--- src/include/sf_cut_pkg.sv ---
// Constants and types for the tone trunk path-cut and filter timer
package sf_cut_pkg;

   // ---------------------------------------------------------------
   // Clock and tick
   // ---------------------------------------------------------------
   localparam int CLK_PERIOD_NS  = 40;
   localparam int TICK_PERIOD_US = 1000;
   localparam int TICK_CYCLES    = (TICK_PERIOD_US * 1000) / CLK_PERIOD_NS;

   // ---------------------------------------------------------------
   // Intervals in milliseconds (nominal, centre of tolerance)
   // ---------------------------------------------------------------
   localparam int TMR_W = 10;
   localparam logic [TMR_W-1:0] CUT_HOLD_MS  = 10'd625;
   localparam logic [TMR_W-1:0] CUT_ANS_MS   = 10'd125;
   localparam logic [TMR_W-1:0] FILT_HOLD_MS = 10'd50;
   localparam logic [TMR_W-1:0] FILT_MIN_MS  = 10'd225;
   localparam logic [TMR_W-1:0] PRECUT_MS    = 10'd12;
   localparam logic [TMR_W-1:0] TONE_QUAL_MS = 10'd13;
   localparam logic [TMR_W-1:0] TMR_ZERO     = 10'h000;

   // ---------------------------------------------------------------
   // Timer bank slots
   // ---------------------------------------------------------------
   localparam int NUM_TMR  = 5;
   localparam int TMR_CUT  = 0;
   localparam int TMR_FILT = 1;
   localparam int TMR_MINF = 2;
   localparam int TMR_MDLY = 3;
   localparam int TMR_QUAL = 4;

   // Call progress, one-hot
   typedef enum logic [3:0] {
      ST_IDLE     = 4'b0001,
      ST_SEIZED   = 4'b0010,
      ST_ANSWERED = 4'b0100,
      ST_DISC     = 4'b1000
   } call_state_t;

   // Controls toward the tone transceiver
   typedef struct packed {
      logic pathCut;    // Transmit path cut and terminated
      logic notchIn;    // receive_notch_filter in circuit
      logic mLeadBusy;  // Intermodule M lead, high stops outgoing tone
   } trunk_ctrl_t;

   localparam trunk_ctrl_t CTRL_RESET = '{pathCut: 1'b1, notchIn: 1'b1,
                                          mLeadBusy: 1'b0};

endpackage

--- src/design/ms_tick_gen.sv ---
// Millisecond tick divider
`timescale 1ns/1ps
module ms_tick_gen #(
   parameter int TICK_CYCLES = 25000
) (
   input  wire logic clk_sys,
   input  wire logic rst_b,
   output logic      msTick
);
   localparam int CW = $clog2(TICK_CYCLES);
   localparam logic [CW-1:0] LAST = CW'(TICK_CYCLES - 1);

   logic [CW-1:0] divCount;

   initial begin
      if (TICK_CYCLES < 2) begin
         $error("ms_tick_gen: TICK_CYCLES must be at least 2");
      end
   end

   // Free-running divider; one-cycle enable at each wrap
   always_ff @(posedge clk_sys or negedge rst_b) begin
      if (!rst_b) begin
         divCount <= '0;
         msTick   <= 1'b0;
      end else begin
         msTick   <= (divCount == LAST);
         divCount <= (divCount == LAST) ? '0 : divCount + 1'b1;
      end
   end
endmodule

--- src/design/sf_path_cut_filter_timer.sv ---
// Transmit path cut, receive notch filter and M-lead delay timing
`timescale 1ns/1ps
module sf_path_cut_filter_timer
   import sf_cut_pkg::*;
#(
   parameter int TICK_CYCLES_P = TICK_CYCLES
) (
   input  wire logic  clk_sys,
   input  wire logic  rst_b,
   input  wire logic  toneRx,
   input  wire logic  mLeadLocal,
   output trunk_ctrl_t trunkCtrl
);

   // ---------------------------------------------------------------
   // Input synchronisers and edges
   // ---------------------------------------------------------------
   logic [1:0] toneSync;
   logic [1:0] mSync;
   logic       toneLast;
   logic       mLast;
   logic       msTick;

   // Both leads come from another module, so two flops before use
   always_ff @(posedge clk_sys or negedge rst_b) begin
      if (!rst_b) begin
         toneSync <= 2'b11;
         mSync    <= 2'b00;
         toneLast <= 1'b1;
         mLast    <= 1'b0;
      end else begin
         toneSync <= {toneSync[0], toneRx};
         mSync    <= {mSync[0], mLeadLocal};
         toneLast <= toneSync[1];
         mLast    <= mSync[1];
      end
   end

   wire toneNow  = toneSync[1];
   wire toneFall = toneLast & ~toneNow;   // Tone on to off
   wire toneRise = ~toneLast & toneNow;   // Tone off to on
   wire mRise    = ~mLast & mSync[1];     // Ground to battery
   wire mFall    = mLast & ~mSync[1];     // Battery to ground

   ms_tick_gen #(
      .TICK_CYCLES (TICK_CYCLES_P)
   ) u_tick (
      .clk_sys (clk_sys),
      .rst_b   (rst_b),
      .msTick  (msTick)
   );

   // ---------------------------------------------------------------
   // Millisecond timer bank
   // ---------------------------------------------------------------
   logic [TMR_W-1:0] tmr     [NUM_TMR];
   logic [TMR_W-1:0] tmrVal  [NUM_TMR];
   logic             tmrLoad [NUM_TMR];
   logic             tmrRun  [NUM_TMR];
   logic             tmrExp  [NUM_TMR];

   // Down counters stepped by the tick; a load restarts the interval
   // with up to one tick of phase error, well inside every tolerance
   for (genvar i = 0; i < NUM_TMR; i++) begin : g_tmr
      always_ff @(posedge clk_sys or negedge rst_b) begin
         if (!rst_b) begin
            tmr[i] <= TMR_ZERO;
         end else if (tmrLoad[i]) begin
            tmr[i] <= tmrVal[i];
         end else if (msTick && tmr[i] != TMR_ZERO) begin
            tmr[i] <= tmr[i] - 1'b1;
         end
      end
      assign tmrRun[i] = (tmr[i] != TMR_ZERO);
      assign tmrExp[i] = msTick & (tmr[i] == 10'd1) & ~tmrLoad[i];
   end

   // ---------------------------------------------------------------
   // Call state and flags
   // ---------------------------------------------------------------
   call_state_t state;
   call_state_t next_state;
   logic        startDialSeen;
   logic        pulseSeen;
   logic        pulseCut;
   logic        toneHeld;
   logic        mPrecut;
   logic        discCut;
   logic        mTx;

   wire isIdle     = (state == ST_IDLE);
   wire isSeized   = (state == ST_SEIZED);
   wire isAnswered = (state == ST_ANSWERED);
   wire isDisc     = (state == ST_DISC);
   wire toneQual   = tmrExp[TMR_QUAL];   // Tone held for 13 ms
   wire delayDone  = tmrExp[TMR_MDLY];
   wire pulsing    = isSeized & startDialSeen;
   wire ansEdge    = isSeized & startDialSeen & mRise;
   wire localDisc  = isAnswered & mFall;
   wire farDisc    = isAnswered & toneQual;
   wire backIdle   = isDisc & toneNow & ~mSync[1] & ~mPrecut;
   wire abandon    = isSeized & ~startDialSeen & toneQual & ~mSync[1];
   wire seize      = isIdle & toneFall;

   // Timer loads; the cut timer takes the longer hold on a clash
   wire cutLong  = toneFall & (isIdle | isSeized)
                 | delayDone & isSeized;
   // Reload at exactly 125 too, so a tick on the same edge cannot
   // leave less than the answer hold in the counter
   wire cutShort = mRise & ~isIdle & (tmr[TMR_CUT] <= CUT_ANS_MS);

   assign tmrLoad[TMR_CUT]  = cutLong | cutShort;
   assign tmrVal[TMR_CUT]   = cutLong ? CUT_HOLD_MS : CUT_ANS_MS;
   assign tmrLoad[TMR_FILT] = toneFall & (isIdle | isSeized);
   assign tmrVal[TMR_FILT]  = FILT_HOLD_MS;
   assign tmrLoad[TMR_MINF] = toneQual & pulsing & ~pulseSeen;
   assign tmrVal[TMR_MINF]  = FILT_MIN_MS;
   assign tmrLoad[TMR_MDLY] = mFall | mRise;
   assign tmrVal[TMR_MDLY]  = mFall ? PRECUT_MS : TMR_ZERO;
   assign tmrLoad[TMR_QUAL] = toneRise | toneFall;
   assign tmrVal[TMR_QUAL]  = toneRise ? TONE_QUAL_MS : TMR_ZERO;

   // Call progress
   always_comb begin
      next_state = state;
      case (state)
         ST_IDLE: begin
            if (seize) next_state = ST_SEIZED;
         end
         ST_SEIZED: begin
            if (ansEdge) next_state = ST_ANSWERED;
            else if (abandon) next_state = ST_IDLE;
         end
         ST_ANSWERED: begin
            if (localDisc | farDisc) next_state = ST_DISC;
         end
         ST_DISC: begin
            if (backIdle) next_state = ST_IDLE;
         end
         default: next_state = ST_IDLE;
      endcase
   end

   always_ff @(posedge clk_sys or negedge rst_b) begin
      if (!rst_b) begin
         state <= ST_IDLE;
      end else begin
         state <= next_state;
      end
   end

   // Call flags; cleared whenever the trunk falls back to idle
   always_ff @(posedge clk_sys or negedge rst_b) begin
      if (!rst_b) begin
         startDialSeen <= 1'b0;
         pulseSeen     <= 1'b0;
         discCut       <= 1'b0;
      end else if (next_state == ST_IDLE) begin
         startDialSeen <= 1'b0;
         pulseSeen     <= 1'b0;
         discCut       <= 1'b0;
      end else begin
         if (delayDone & isSeized) startDialSeen <= 1'b1;
         if (toneQual & pulsing) pulseSeen <= 1'b1;
         if (localDisc) discCut <= 1'b1;
      end
   end

   // Tone-driven holds: pulse cut and filter follow each pulse
   always_ff @(posedge clk_sys or negedge rst_b) begin
      if (!rst_b) begin
         pulseCut <= 1'b0;
         toneHeld <= 1'b0;
      end else if (toneFall) begin
         pulseCut <= 1'b0;   // hand over to the 625 ms hold
         toneHeld <= 1'b0;
      end else if (toneQual) begin
         pulseCut <= pulsing;
         toneHeld <= 1'b1;
      end
   end

   // M lead: busy passes at once, tone return waits out the precut
   always_ff @(posedge clk_sys or negedge rst_b) begin
      if (!rst_b) begin
         mTx     <= 1'b0;
         mPrecut <= 1'b0;
      end else if (mRise) begin
         mTx     <= 1'b1;
         mPrecut <= 1'b0;
      end else if (mFall) begin
         mPrecut <= 1'b1;
      end else if (delayDone) begin
         mTx     <= 1'b0;
         mPrecut <= 1'b0;
      end
   end

   // ---------------------------------------------------------------
   // Outputs
   // ---------------------------------------------------------------
   trunk_ctrl_t nextCtrl;

   // Idle cuts the path and inserts the filter; outside idle timers, holds and the local disconnect flag in ST_DISC do
   assign nextCtrl.pathCut   = isIdle | tmrRun[TMR_CUT] | pulseCut
                             | mPrecut | (isDisc & discCut);
   assign nextCtrl.notchIn   = isIdle | toneHeld | tmrRun[TMR_FILT]
                             | tmrRun[TMR_MINF];
   assign nextCtrl.mLeadBusy = mTx;

   always_ff @(posedge clk_sys or negedge rst_b) begin
      if (!rst_b) begin
         trunkCtrl <= CTRL_RESET;
      end else begin
         trunkCtrl <= nextCtrl;
      end
   end

   // ---------------------------------------------------------------
   // Assertions
   // ---------------------------------------------------------------
   chk_seize_cut_hold: assert property (
      @(posedge clk_sys) disable iff (!rst_b)
      seize |=> (tmr[TMR_CUT] == CUT_HOLD_MS) && nextCtrl.pathCut)
      else $error("seizure did not start the long cut hold");

   chk_seize_filter: assert property (
      @(posedge clk_sys) disable iff (!rst_b)
      seize |=> tmr[TMR_FILT] == FILT_HOLD_MS && !isIdle)
      else $error("seizure did not start the filter hold");

   chk_answer_cut: assert property (
      @(posedge clk_sys) disable iff (!rst_b)
      (mRise && !isIdle) |=> tmr[TMR_CUT] >= CUT_ANS_MS)
      else $error("M lead busy did not cut the path");

   chk_precut_delay: assert property (
      @(posedge clk_sys) disable iff (!rst_b)
      (mFall && mTx) |=> mPrecut && mTx
         && tmr[TMR_MDLY] == PRECUT_MS)
      else $error("precut not applied before tone return");

   chk_pulse_cut: assert property (
      @(posedge clk_sys) disable iff (!rst_b)
      (toneQual && pulsing && !toneFall) |=> nextCtrl.pathCut ##1
         trunkCtrl.pathCut)
      else $error("incoming pulse did not cut the path");

   chk_pulse_hold: assert property (
      @(posedge clk_sys) disable iff (!rst_b)
      (toneFall && isSeized) |=> tmr[TMR_CUT] == CUT_HOLD_MS)
      else $error("pulse break did not restart the cut hold");

   chk_notch_insert: assert property (
      @(posedge clk_sys) disable iff (!rst_b)
      (toneQual && !toneFall) |=> ##1 trunkCtrl.notchIn)
      else $error("qualified tone did not insert the filter");

   chk_notch_minimum: assert property (
      @(posedge clk_sys) disable iff (!rst_b)
      tmrRun[TMR_MINF] |=> trunkCtrl.notchIn)
      else $error("filter removed before minimum hold");

   chk_far_disc: assert property (
      @(posedge clk_sys) disable iff (!rst_b)
      (farDisc && !tmrRun[TMR_CUT] && !mPrecut) |=> isDisc
         && !nextCtrl.pathCut && toneHeld)
      else $error("distant disconnect handled wrongly");

   chk_local_disc: assert property (
      @(posedge clk_sys) disable iff (!rst_b)
      localDisc |=> (isDisc && nextCtrl.pathCut) [*8])
      else $error("local disconnect did not hold the cut");

   chk_cut_before_tone: assert property (
      @(posedge clk_sys) disable iff (!rst_b)
      $fell(mTx) |-> $past(mPrecut) && nextCtrl.pathCut == $past(
         nextCtrl.pathCut))
      else $error("outgoing tone restored without a cut");

   chk_talk_quiet: assert property (
      @(posedge clk_sys) disable iff (!rst_b)
      (isAnswered && !tmrRun[TMR_CUT] && !tmrRun[TMR_FILT]
         && !tmrRun[TMR_MINF] && !toneHeld && !mPrecut && !pulseCut)
      |-> !nextCtrl.pathCut && !nextCtrl.notchIn)
      else $error("talking state not clear");

endmodule

--- config.mk ---
export PLATFORM = sky130hd
export DESIGN_NAME = sf_path_cut_filter_timer
export DESIGN_NICKNAME = d
export VERILOG_FILES = /design/src/include/sf_cut_pkg.sv /design/src/design/ms_tick_gen.sv /design/src/design/sf_path_cut_filter_timer.sv
export SDC_FILE = /design/constraint.sdc
export NUM_CORES = 1
export LEC_CHECK = 0
export BUFFER_PORTS_ARGS = -buffer_cell sky130_fd_sc_hd__clkbuf_2
export CORE_MARGIN = 2
export CORE_UTILIZATION = 55
export CTS_BUF_LIST = sky130_fd_sc_hd__clkbuf_4
export CTS_CLUSTER_DIAMETER = 100
export DETAILED_ROUTE_END_ITERATION = 16
export PLACE_DENSITY = 0.73
export SYNTH_ARGS = -nofsm -noshare
export SYNTH_HDL_FRONTEND = slang
export SYNTH_HIERARCHICAL = 1
export SYNTH_SLANG_ARGS = --single-unit
--- constraint.sdc ---
create_clock -name clk_sys -period 1.9 [get_ports clk_sys]
set_input_delay 0.475 -clock clk_sys [delete_from_list [all_inputs] [get_ports clk_sys]]
set_output_delay 0.475 -clock clk_sys [all_outputs]
set_load 0.02 [all_outputs]
Word-level counts from Yosys, hierarchy flattened
Index checks and enable logic that the tools add are counted.
{"block": "classes", "add_sub_neg": 6, "magnitude_cmp": 1, "n_eq_ne": 9, "n_mux": 35, "bitwise_logic": 49, "reduce_logical": 22}
{"operator": "$mux W10", "count": 11}
{"operator": "$reduce_bool A10 Y1", "count": 5}
{"operator": "$sub A10 B1 Y10 const B", "count": 5}
{"operator": "$mux W4", "count": 7}
{"operator": "$and A1 B1 Y1", "count": 26}
{"operator": "$eq A10 B1 Y1 const B", "count": 2}
{"operator": "$reduce_bool A2 Y1", "count": 10}
{"operator": "$pmux W4 S4", "count": 1}
{"operator": "$add A15 B1 Y15 const B", "count": 1}
{"operator": "$eq A15 B15 Y1 const B", "count": 1}
{"operator": "$mux W1", "count": 15}
{"operator": "$mux W15", "count": 1}
{"operator": "$or A1 B1 Y1", "count": 13}
{"operator": "$le A10 B7 Y1 const B", "count": 1}
{"operator": "$not A1 Y1", "count": 10}
{"operator": "$eq A4 B1 Y1 const B", "count": 2}
{"operator": "$logic_and A1 B1 Y1", "count": 5}
{"operator": "$eq A4 B2 Y1 const B", "count": 1}
{"operator": "$eq A4 B3 Y1 const B", "count": 1}
{"operator": "$eq A4 B4 Y1 const B", "count": 1}
{"operator": "$reduce_bool A3 Y1", "count": 1}
{"operator": "$ne A2 B2 Y1 const B", "count": 1}
{"operator": "$reduce_and A2 Y1", "count": 1}
{"block": "totals", "reg_bits": 86, "input_bits": 4, "elab_cells": 144}

Logic depth before layout (Yosys ltp)
Gate-level depths: netlist (run 1).
{"block": "logic_depth", "depth_word": 12, "mapped_depth": 8, "depth_no_buf": 7}

Cells and area by module
The synthesis (run 1) kept the hierarchy.
{"mod": "sf_path_cut_filter_timer", "n_inst": 1, "cells_each": 377, "area_each_um2": 3611.0}
{"mod": "ms_tick_gen", "n_inst": 1, "cells_each": 76, "area_each_um2": 809.5}

Worst setup path after synthesis (run 1)
OpenSTA, ideal clock, no wires.
{"block": "synth_path", "kind": "reg-to-reg", "start": "register tmr[12] (netlist bit)", "end": "register mPrecut", "setup_time_ns": 0.125, "t_arrival_ns": 1.980, "path_slack_ns": -0.205, "stages_incl_launch_ff": 6, "period_less_slack_ns": 2.105, "path_cell_list": "dfrtp_1 > or4_1 > buf_2 > or4_4 > nand2_1 > mux2_2"}
{"block": "synth_between", "elab_chain_len": 4}
{"element": "start, declared", "line_no": "sf_path_cut_filter_timer.sv:56", "rtl": "logic [TMR_W-1:0] tmr [NUM_TMR];"}
{"element": "start signal, assigned by index", "line_no": "sf_path_cut_filter_timer.sv:69", "rtl": "tmr[i] <= tmrVal[i];"}
{"element": "start signal, assigned by index", "line_no": "sf_path_cut_filter_timer.sv:71", "rtl": "tmr[i] <= tmr[i] - 1'b1;"}
{"element": "$eq A10 B1 Y1", "line_no": "sf_path_cut_filter_timer.sv:75", "rtl": "assign tmrExp[i] = msTick & (tmr[i] == 10'd1) & ~tmrLoad[i];"}
{"element": "$and A1 B1 Y1 (2 in series)", "line_no": "sf_path_cut_filter_timer.sv:75"}
{"element": "$reduce_bool A3 Y1 (no source line)"}
{"element": "end signal, assigned", "line_no": "sf_path_cut_filter_timer.sv:187", "rtl": "mPrecut <= 1'b0;"}
{"element": "end signal, assigned", "line_no": "sf_path_cut_filter_timer.sv:190", "rtl": "mPrecut <= 1'b0;"}
{"element": "end signal, assigned", "line_no": "sf_path_cut_filter_timer.sv:192", "rtl": "mPrecut <= 1'b1;"}
{"element": "end, declared", "line_no": "sf_path_cut_filter_timer.sv:87", "rtl": "logic mPrecut;"}
No other way between the ends.
A chain may end at the register's enable or synchronous reset.

Final worst setup path (run 1)
{"block": "layout_path", "start": "register tmr[15] (netlist bit)", "end": "register tmr[40] (netlist bit)"}
{"block": "layout_between", "elab_chain_len": 7, "word_cells_on_any_way": 8}
{"element": "$eq A10 B1 Y1 (*)", "line_no": "sf_path_cut_filter_timer.sv:75"}
{"element": "$and A1 B1 Y1 (*) (2 in series)", "line_no": "sf_path_cut_filter_timer.sv:75"}
{"element": "$and A1 B1 Y1 (*)", "line_no": "sf_path_cut_filter_timer.sv:107", "rtl": "| delayDone & isSeized;"}
{"element": "$or A1 B1 Y1 (*)", "line_no": "sf_path_cut_filter_timer.sv:107"}
{"element": "$or A1 B1 Y1 (*)", "line_no": "sf_path_cut_filter_timer.sv:112", "rtl": "assign tmrLoad[TMR_CUT] = cutLong | cutShort;"}
{"element": "$mux W10 / $reduce_bool A2 Y1 (equally long branches)"}
Every way passes the cells marked *; elsewhere a longest branch is shown, timed or not.

==> results of run 1 <==
## area by class of cell
class                           count  area (um2)
Sequential cell                    86        2160
Clock buffer                        9        67.6
Fill cell                         597        2460
Timing Repair Buffer               56         424
Multi-Input combinational cell    338        2330
Inverter                           20        75.1
Clock inverter                      7         123
Tap cell                          102         128
## critical path, cell delays in order, from the launching register on
cell and delay, ns:
dfrtp_1 0.40, or4_4 0.55, or4_4 0.50, o21a_4 0.25
and2_4 0.16, nand2_2 0.05
## through the flow
step / cells / setup slack, ns / util [%] / TNS (ns)
global route: 618 / -0.0948 / 68.3 / -1.16
finish: 618 / -0.0451 / 68.3 / -0.270
floorplan: 453 / -0.0817 / - / -0.462
global placement: 598 / -0.0586 / 63.3 / -0.309
CTS: 614 / -0.0654 / 66.3 / -0.378
detailed placement: 598 / -0.105 / 63.3 / -0.606
## metal layers
layer / track usage [%] / vias to the layer above / routed length (um)
met5: 0 / - / 0
met4: 7.25 / 0 / 166
met3: 3.21 / 16 / 220
met2: 38.5 / 53 / 4760
met1: 29.7 / 1744 / 4330
li1: - / 1744 / -
## cell usage after synthesis, drive strengths merged, types with 3 or more instances
cell / count / area, um2
nand2b: 3 / 18.8
xor2: 14 / 123
nor2: 47 / 176
clkbuf: 7 / 27.5
o31ai: 6 / 45.0
mux2i: 3 / 30.0
nor4b: 3 / 26.3
o21ai: 14 / 70.1
a31oi: 6 / 37.5
o211ai: 4 / 30.0
nor4: 15 / 109
or4: 11 / 91.3
nand4: 11 / 75.1
nand3: 17 / 85.1
nor2b: 10 / 62.6
or2: 3 / 18.8
a21oi: 26 / 130
nand2: 41 / 156
nor3: 18 / 90.1
and4: 3 / 26.3
xnor2: 22 / 193
inv: 19 / 71.3
and2: 8 / 52.6
dfrtp: 80 / 2000
or3b: 3 / 26.3
or3: 8 / 50.1
ha: 14 / 175
dfstp: 6 / 158
## registers in the layout, summed over array words and instances (netlist names), 2 cells and up
| register | count |
|---|---|
| tmr | 50 |
| toneSync | 2 |
| state | 4 |
| u_tick/divCount | 15 |
| trunkCtrl | 3 |
| mSync | 2 |
## cell families (layout without fill, tap and decap cells)
group / count (synthesis) / in the layout / share of synthesized area [%]
flip-flops: 86 / 86 / 48.9
AO/OA/AOI/OAI: 74 / 74 / 10.6
multiplexers: 4 / 4 / 0.934
XOR/XNOR: 36 / 36 / 7.13
adder cells (fa/ha/maj): 14 / 14 / 3.96
buffers and inverters: 29 / 92 / 2.60
AND/OR/NAND/NOR: 210 / 210 / 26.0
## final timing paths
kind,from,depth (start not counted),endpoint,slack [ns]
max in group asynchronous,rst_b,2,toneLast,1.46
worst max register to register,tmr[15],5,tmr[40],-0.05
worst min register to register,toneSync[0],0,toneSync[1],0.37
worst min-delay path,rst_b,2,tmr[40],0.03
worst max-delay path,tmr[15],5,tmr[40],-0.05
min in group clk_sys,toneRx,1,toneSync[0],0.11
## where the power goes
group | switching [mW] | internal (mW)
clock network | 0.638 | 0.669
logic | 0.177 | 0.130
registers | 0.0437 | 1.87
## repair_timing
action | CTS | global route
pin swaps | 5 | 7
endpoints found under the setup margin | 21 | 37
resized for setup | 10 | 36
setup buffers | 0 | 4
cloned | 0 | 0
==> results.toml, run 1 <==
[die]
rows = 32
start_util_pct = 56.9
core-area_mm2 = 0.00777
die_y_um = 93.7
io_pins = 7
die_w_um = 93.7
dieArea_mm2 = 0.00877

[global_routing]
grt_pass1_wl_um = 15800
grt_pass1_vias = 3499
grt_use_total_pct = 22.5
grt_overflow_total = 0
grt_max_degree = 87
antenna_found_initial = 0

[cts]
postCtsHoldBufs = 0
cts_tree = "done"
clockBufferDepth = 2
clk_pin_slew_ns = 0.14
htree_num_levels = 3
numCtsBuffers = 9
cts.sinks = 86
clk_latency_ns = 0.45
cts-root-buf = "clkbuf_4"

[yosys]
synth_area_mm2 = 0.00442
synth_cell_types = 62
syn_avg_cell_area_um2 = 9.76
synthFlopType = "dfrtp_1"
async_flop_share_pct = 100
yosysSeqAreaShare_pct = 48.9
syn_nets = 471
ys_ff_latch = 86
syn_inst = 453
ys_warn_count = 6
synth_edf_count = 0

[timing]
rsz0062_at_grt = "true"
max_freq_mhz = 514
period_share_pct = 102
fin_worst_skew_ns = 0.0253
slew_headroom_pct = 68.9
whs_ns = 0.0275
setup_viol = 8
finalCriticalPeriod_ns = 1.95
tightest_slew_ns = 0.463
setup_slack_ns = -0.0451
finalHoldViolCount = 0
slew_viol_final = 0

[layout]
fin_nets = 529
area_delta_synth_final_pct = 20.0
final_cell_area_mm2 = 0.00531
antennaDiodeCount = 0
layout_common_cells = "dfrtp_1 (79), buf_4 (49), nor2_1 (45)"
final_common_cell = "dfrtp_1"
drive_gt1_share_pct = 24.8

[route]
wire_per_inst_um = 15.3
via_per_inst = 5.76
first_pass_iters = 4
route.detailed.drc = 0
dr_total_vias = 3557
wl_um = 9470
first_iter_violations = 191
drtAntennaViolNets = 0

[power_and_ir_drop]
leakagePower_nw = 2.28
p_total_mw = 3.53
p_per_area_mw_per_mm2 = 666
worst_ir_drop_vdd_mv = 0.410

[setup_path]
path_max_fanout = 5
cp.arrival_ns = 2.33
cp-end-kind = "register"
worstPathRequired_ns = 2.29
start_kind = "register"
crit_type = "register to register"

[run]
cap_violations = 0

[outcome]
run_status = "finished, violations left"
violations = "setup timing"

[placed_design]
place.gp.congestion = 0.901
numPortBuffers = 6
dp_hpwl_um = 6360
placed_area_mm2 = 0.00492

[min_path]
min_path_type = "input pin to asynchronous set/reset pin"
Note: power is estimated with default switching activity, not from simulation.
==> run 2, diff against run 1 <==
Settings changed: CORE_MARGIN 2 to unset.
==> results.toml, run 2 (synthesis results as in run 1) <==
[setup_path]
worstPathRequired_ns = 2.26
critPathMaxStageDelay_ns = 0.57
start_kind = "register"
crit_chain = "or4_4 -> or4_4 -> o21a_4 -> and2_4 -> nand2_2"
reg2reg_slack_ns = -0.05
worst_path_max_delay_cell = "or4_4"
cp.arrival_ns = 2.31
rr_worst_depth = 5
critical-path-top-delay-family = "simple AND/OR/NAND/NOR gates"
r2r-start = "tmr[12]"
crit_type = "register to register"
path_buf_inv = 0
path_max_fanout = 5
cp_common_cell = "or4_4"
cp-end-kind = "register"
r2r-end = "tmr[40]"

[die]
start_util_pct = 56.9
rows = 32
dieArea_mm2 = 0.00840
die_w_um = 91.7
die_y_um = 91.7
core-area_mm2 = 0.00777
io_pins = 7

[cts]
cts-root-buf = "clkbuf_4"
clk_pin_slew_ns = 0.12
clk_latency_ns = 0.43
numCtsBuffers = 9
cts.sinks = 86
cts_tree = "done"
htree_num_levels = 3
clockBufferDepth = 2

[timing]
max_freq_mhz = 514
finalHoldViolCount = 0
setup_viol = 12
fin_worst_skew_ns = 0.0225
rsz0062_at_grt = "true"
tightest_slew_ns = 0.542
setup_slack_ns = -0.0462
period_share_pct = 102
slew_headroom_pct = 63.6
slew_viol_final = 0
finalCriticalPeriod_ns = 1.95

[route]
dr_wl_met2_um = 4570
wl_um = 9270
first_iter_violations = 243
first_pass_iters = 4
wl_met1_um = 4280
met3_length_um = 267
dr_total_vias = 3552
wire_per_inst_um = 15.0
drtAntennaViolNets = 0
maxUsedRoutingLayer = "met4"
via_per_inst = 5.76
route.detailed.drc = 0

[global_routing]
grt_overflow_total = 0
grt_use_total_pct = 24.2
grt_pass1_vias = 3578
grt_max_degree = 35
grt_pass1_wl_um = 16200
antenna_found_initial = 0

[min_path]
whs_endpoint = "toneSync[0]"
min_from = "toneRx"
min_path_type = "input pin to register"
min_path_cells = 1

[layout]
drive_gt1_share_pct = 22.7
top_register = "tmr"
final_common_cell = "dfrtp_1"
antennaDiodeCount = 0
largest_reg_flops = 50
layout_common_cells = "dfrtp_1 (80), nor2_1 (46), buf_4 (45)"
final_util_pct = 67.2
final_cell_area_mm2 = 0.00522
reg.largest.list = "tmr (50), u_tick/divCount (15), state (4)"
fill_cells = 633
final_cells = 617
fin_nets = 528
area_delta_synth_final_pct = 18.1

[run]
cap_violations = 0

[power_and_ir_drop]
netSwitchingPower_mw = 0.810
p_int_mw = 2.42
switching_share_pct = 25.1
p_per_area_mw_per_mm2 = 620
pwr-share-clk_pct = 31.5
leakagePower_nw = 2.25
p_seq_share_pct = 59.3
p_total_mw = 3.23
pwr-share-comb_pct = 9.2
worst_ir_drop_vdd_mv = 0.385

[placed_design]
dp_hpwl_um = 6650
place.gp.congestion = 0.902
dp_cells = 596
numPortBuffers = 6
placed_area_mm2 = 0.00491

[outcome]
run_status = "finished, violations left"
violations = "setup timing"
-- run 2: routing by layer --
metal  track usage (%)  vias to the layer above
li1                  -                     1745
met1              32.7                     1727
met2              40.4                       65
met3              3.15                       15
met4              7.94                        0
met5                 0                        -
-- run 2: what timing repair did --
action,in CTS,in global routing
endpoints found under the setup margin,20,32
gates resized for setup,7,28
pin swaps,1,12
hold endpoints to repair,5,0
hold buffers,1,0
setup buffers,0,4
-- run 2: power groups by stage --
stage	sequential, mW	combinational, mW	clock, mW
finish	1.92	0.299	1.02
global route	1.93	0.336	1.12
CTS	1.92	0.290	1.05
detailed placement	1.95	0.279	0
global placement	1.95	0.270	0
floorplan	1.94	0.157	0
-- run 2: how the worst max path moves through the flow --
stage,startpoint,to,depth (start not counted),slack [ns]
detailed placement,tmr[15],tmr[16],4,-0.07
CTS,tmr[15],tmr[16],4,-0.05
global route,tmr[12],tmr[45],5,-0.11
floorplan,tmr[13],mPrecut,5,-0.08
global placement,tmr[15],tmr[16],4,-0.05
finish,tmr[12],tmr[40],5,-0.05
-- run 2: layout make-up --
cell class,count,area (um2),area share (%)
multi-input cells,338,2290,43.8
clock inverters,5,52.6,1.01
well taps,102,128,2.44
clock buffers,11,82.6,1.58
repair buffers,55,435,8.34
flip-flops and latches,86,2160,41.4
inverters,20,75.1,1.44
-- run 2: through the flow --
step                setup WS [ns]  setup TNS, ns  hold slack [ns]
finish                    -0.0462         -0.361            0.128
global route               -0.108          -1.10            0.109
CTS                       -0.0482         -0.171            0.110
detailed placement        -0.0739         -0.523            0.345
global placement          -0.0455         -0.185            0.338
floorplan                 -0.0817         -0.462            0.179
-- run 2: worst reg2reg max path: stages (launching register included) --
cell and delay [ns]:
dfrtp_1 0.41, or4_4 0.57, or4_4 0.48, o21a_4 0.24
and2_4 0.15, nand2_2 0.05
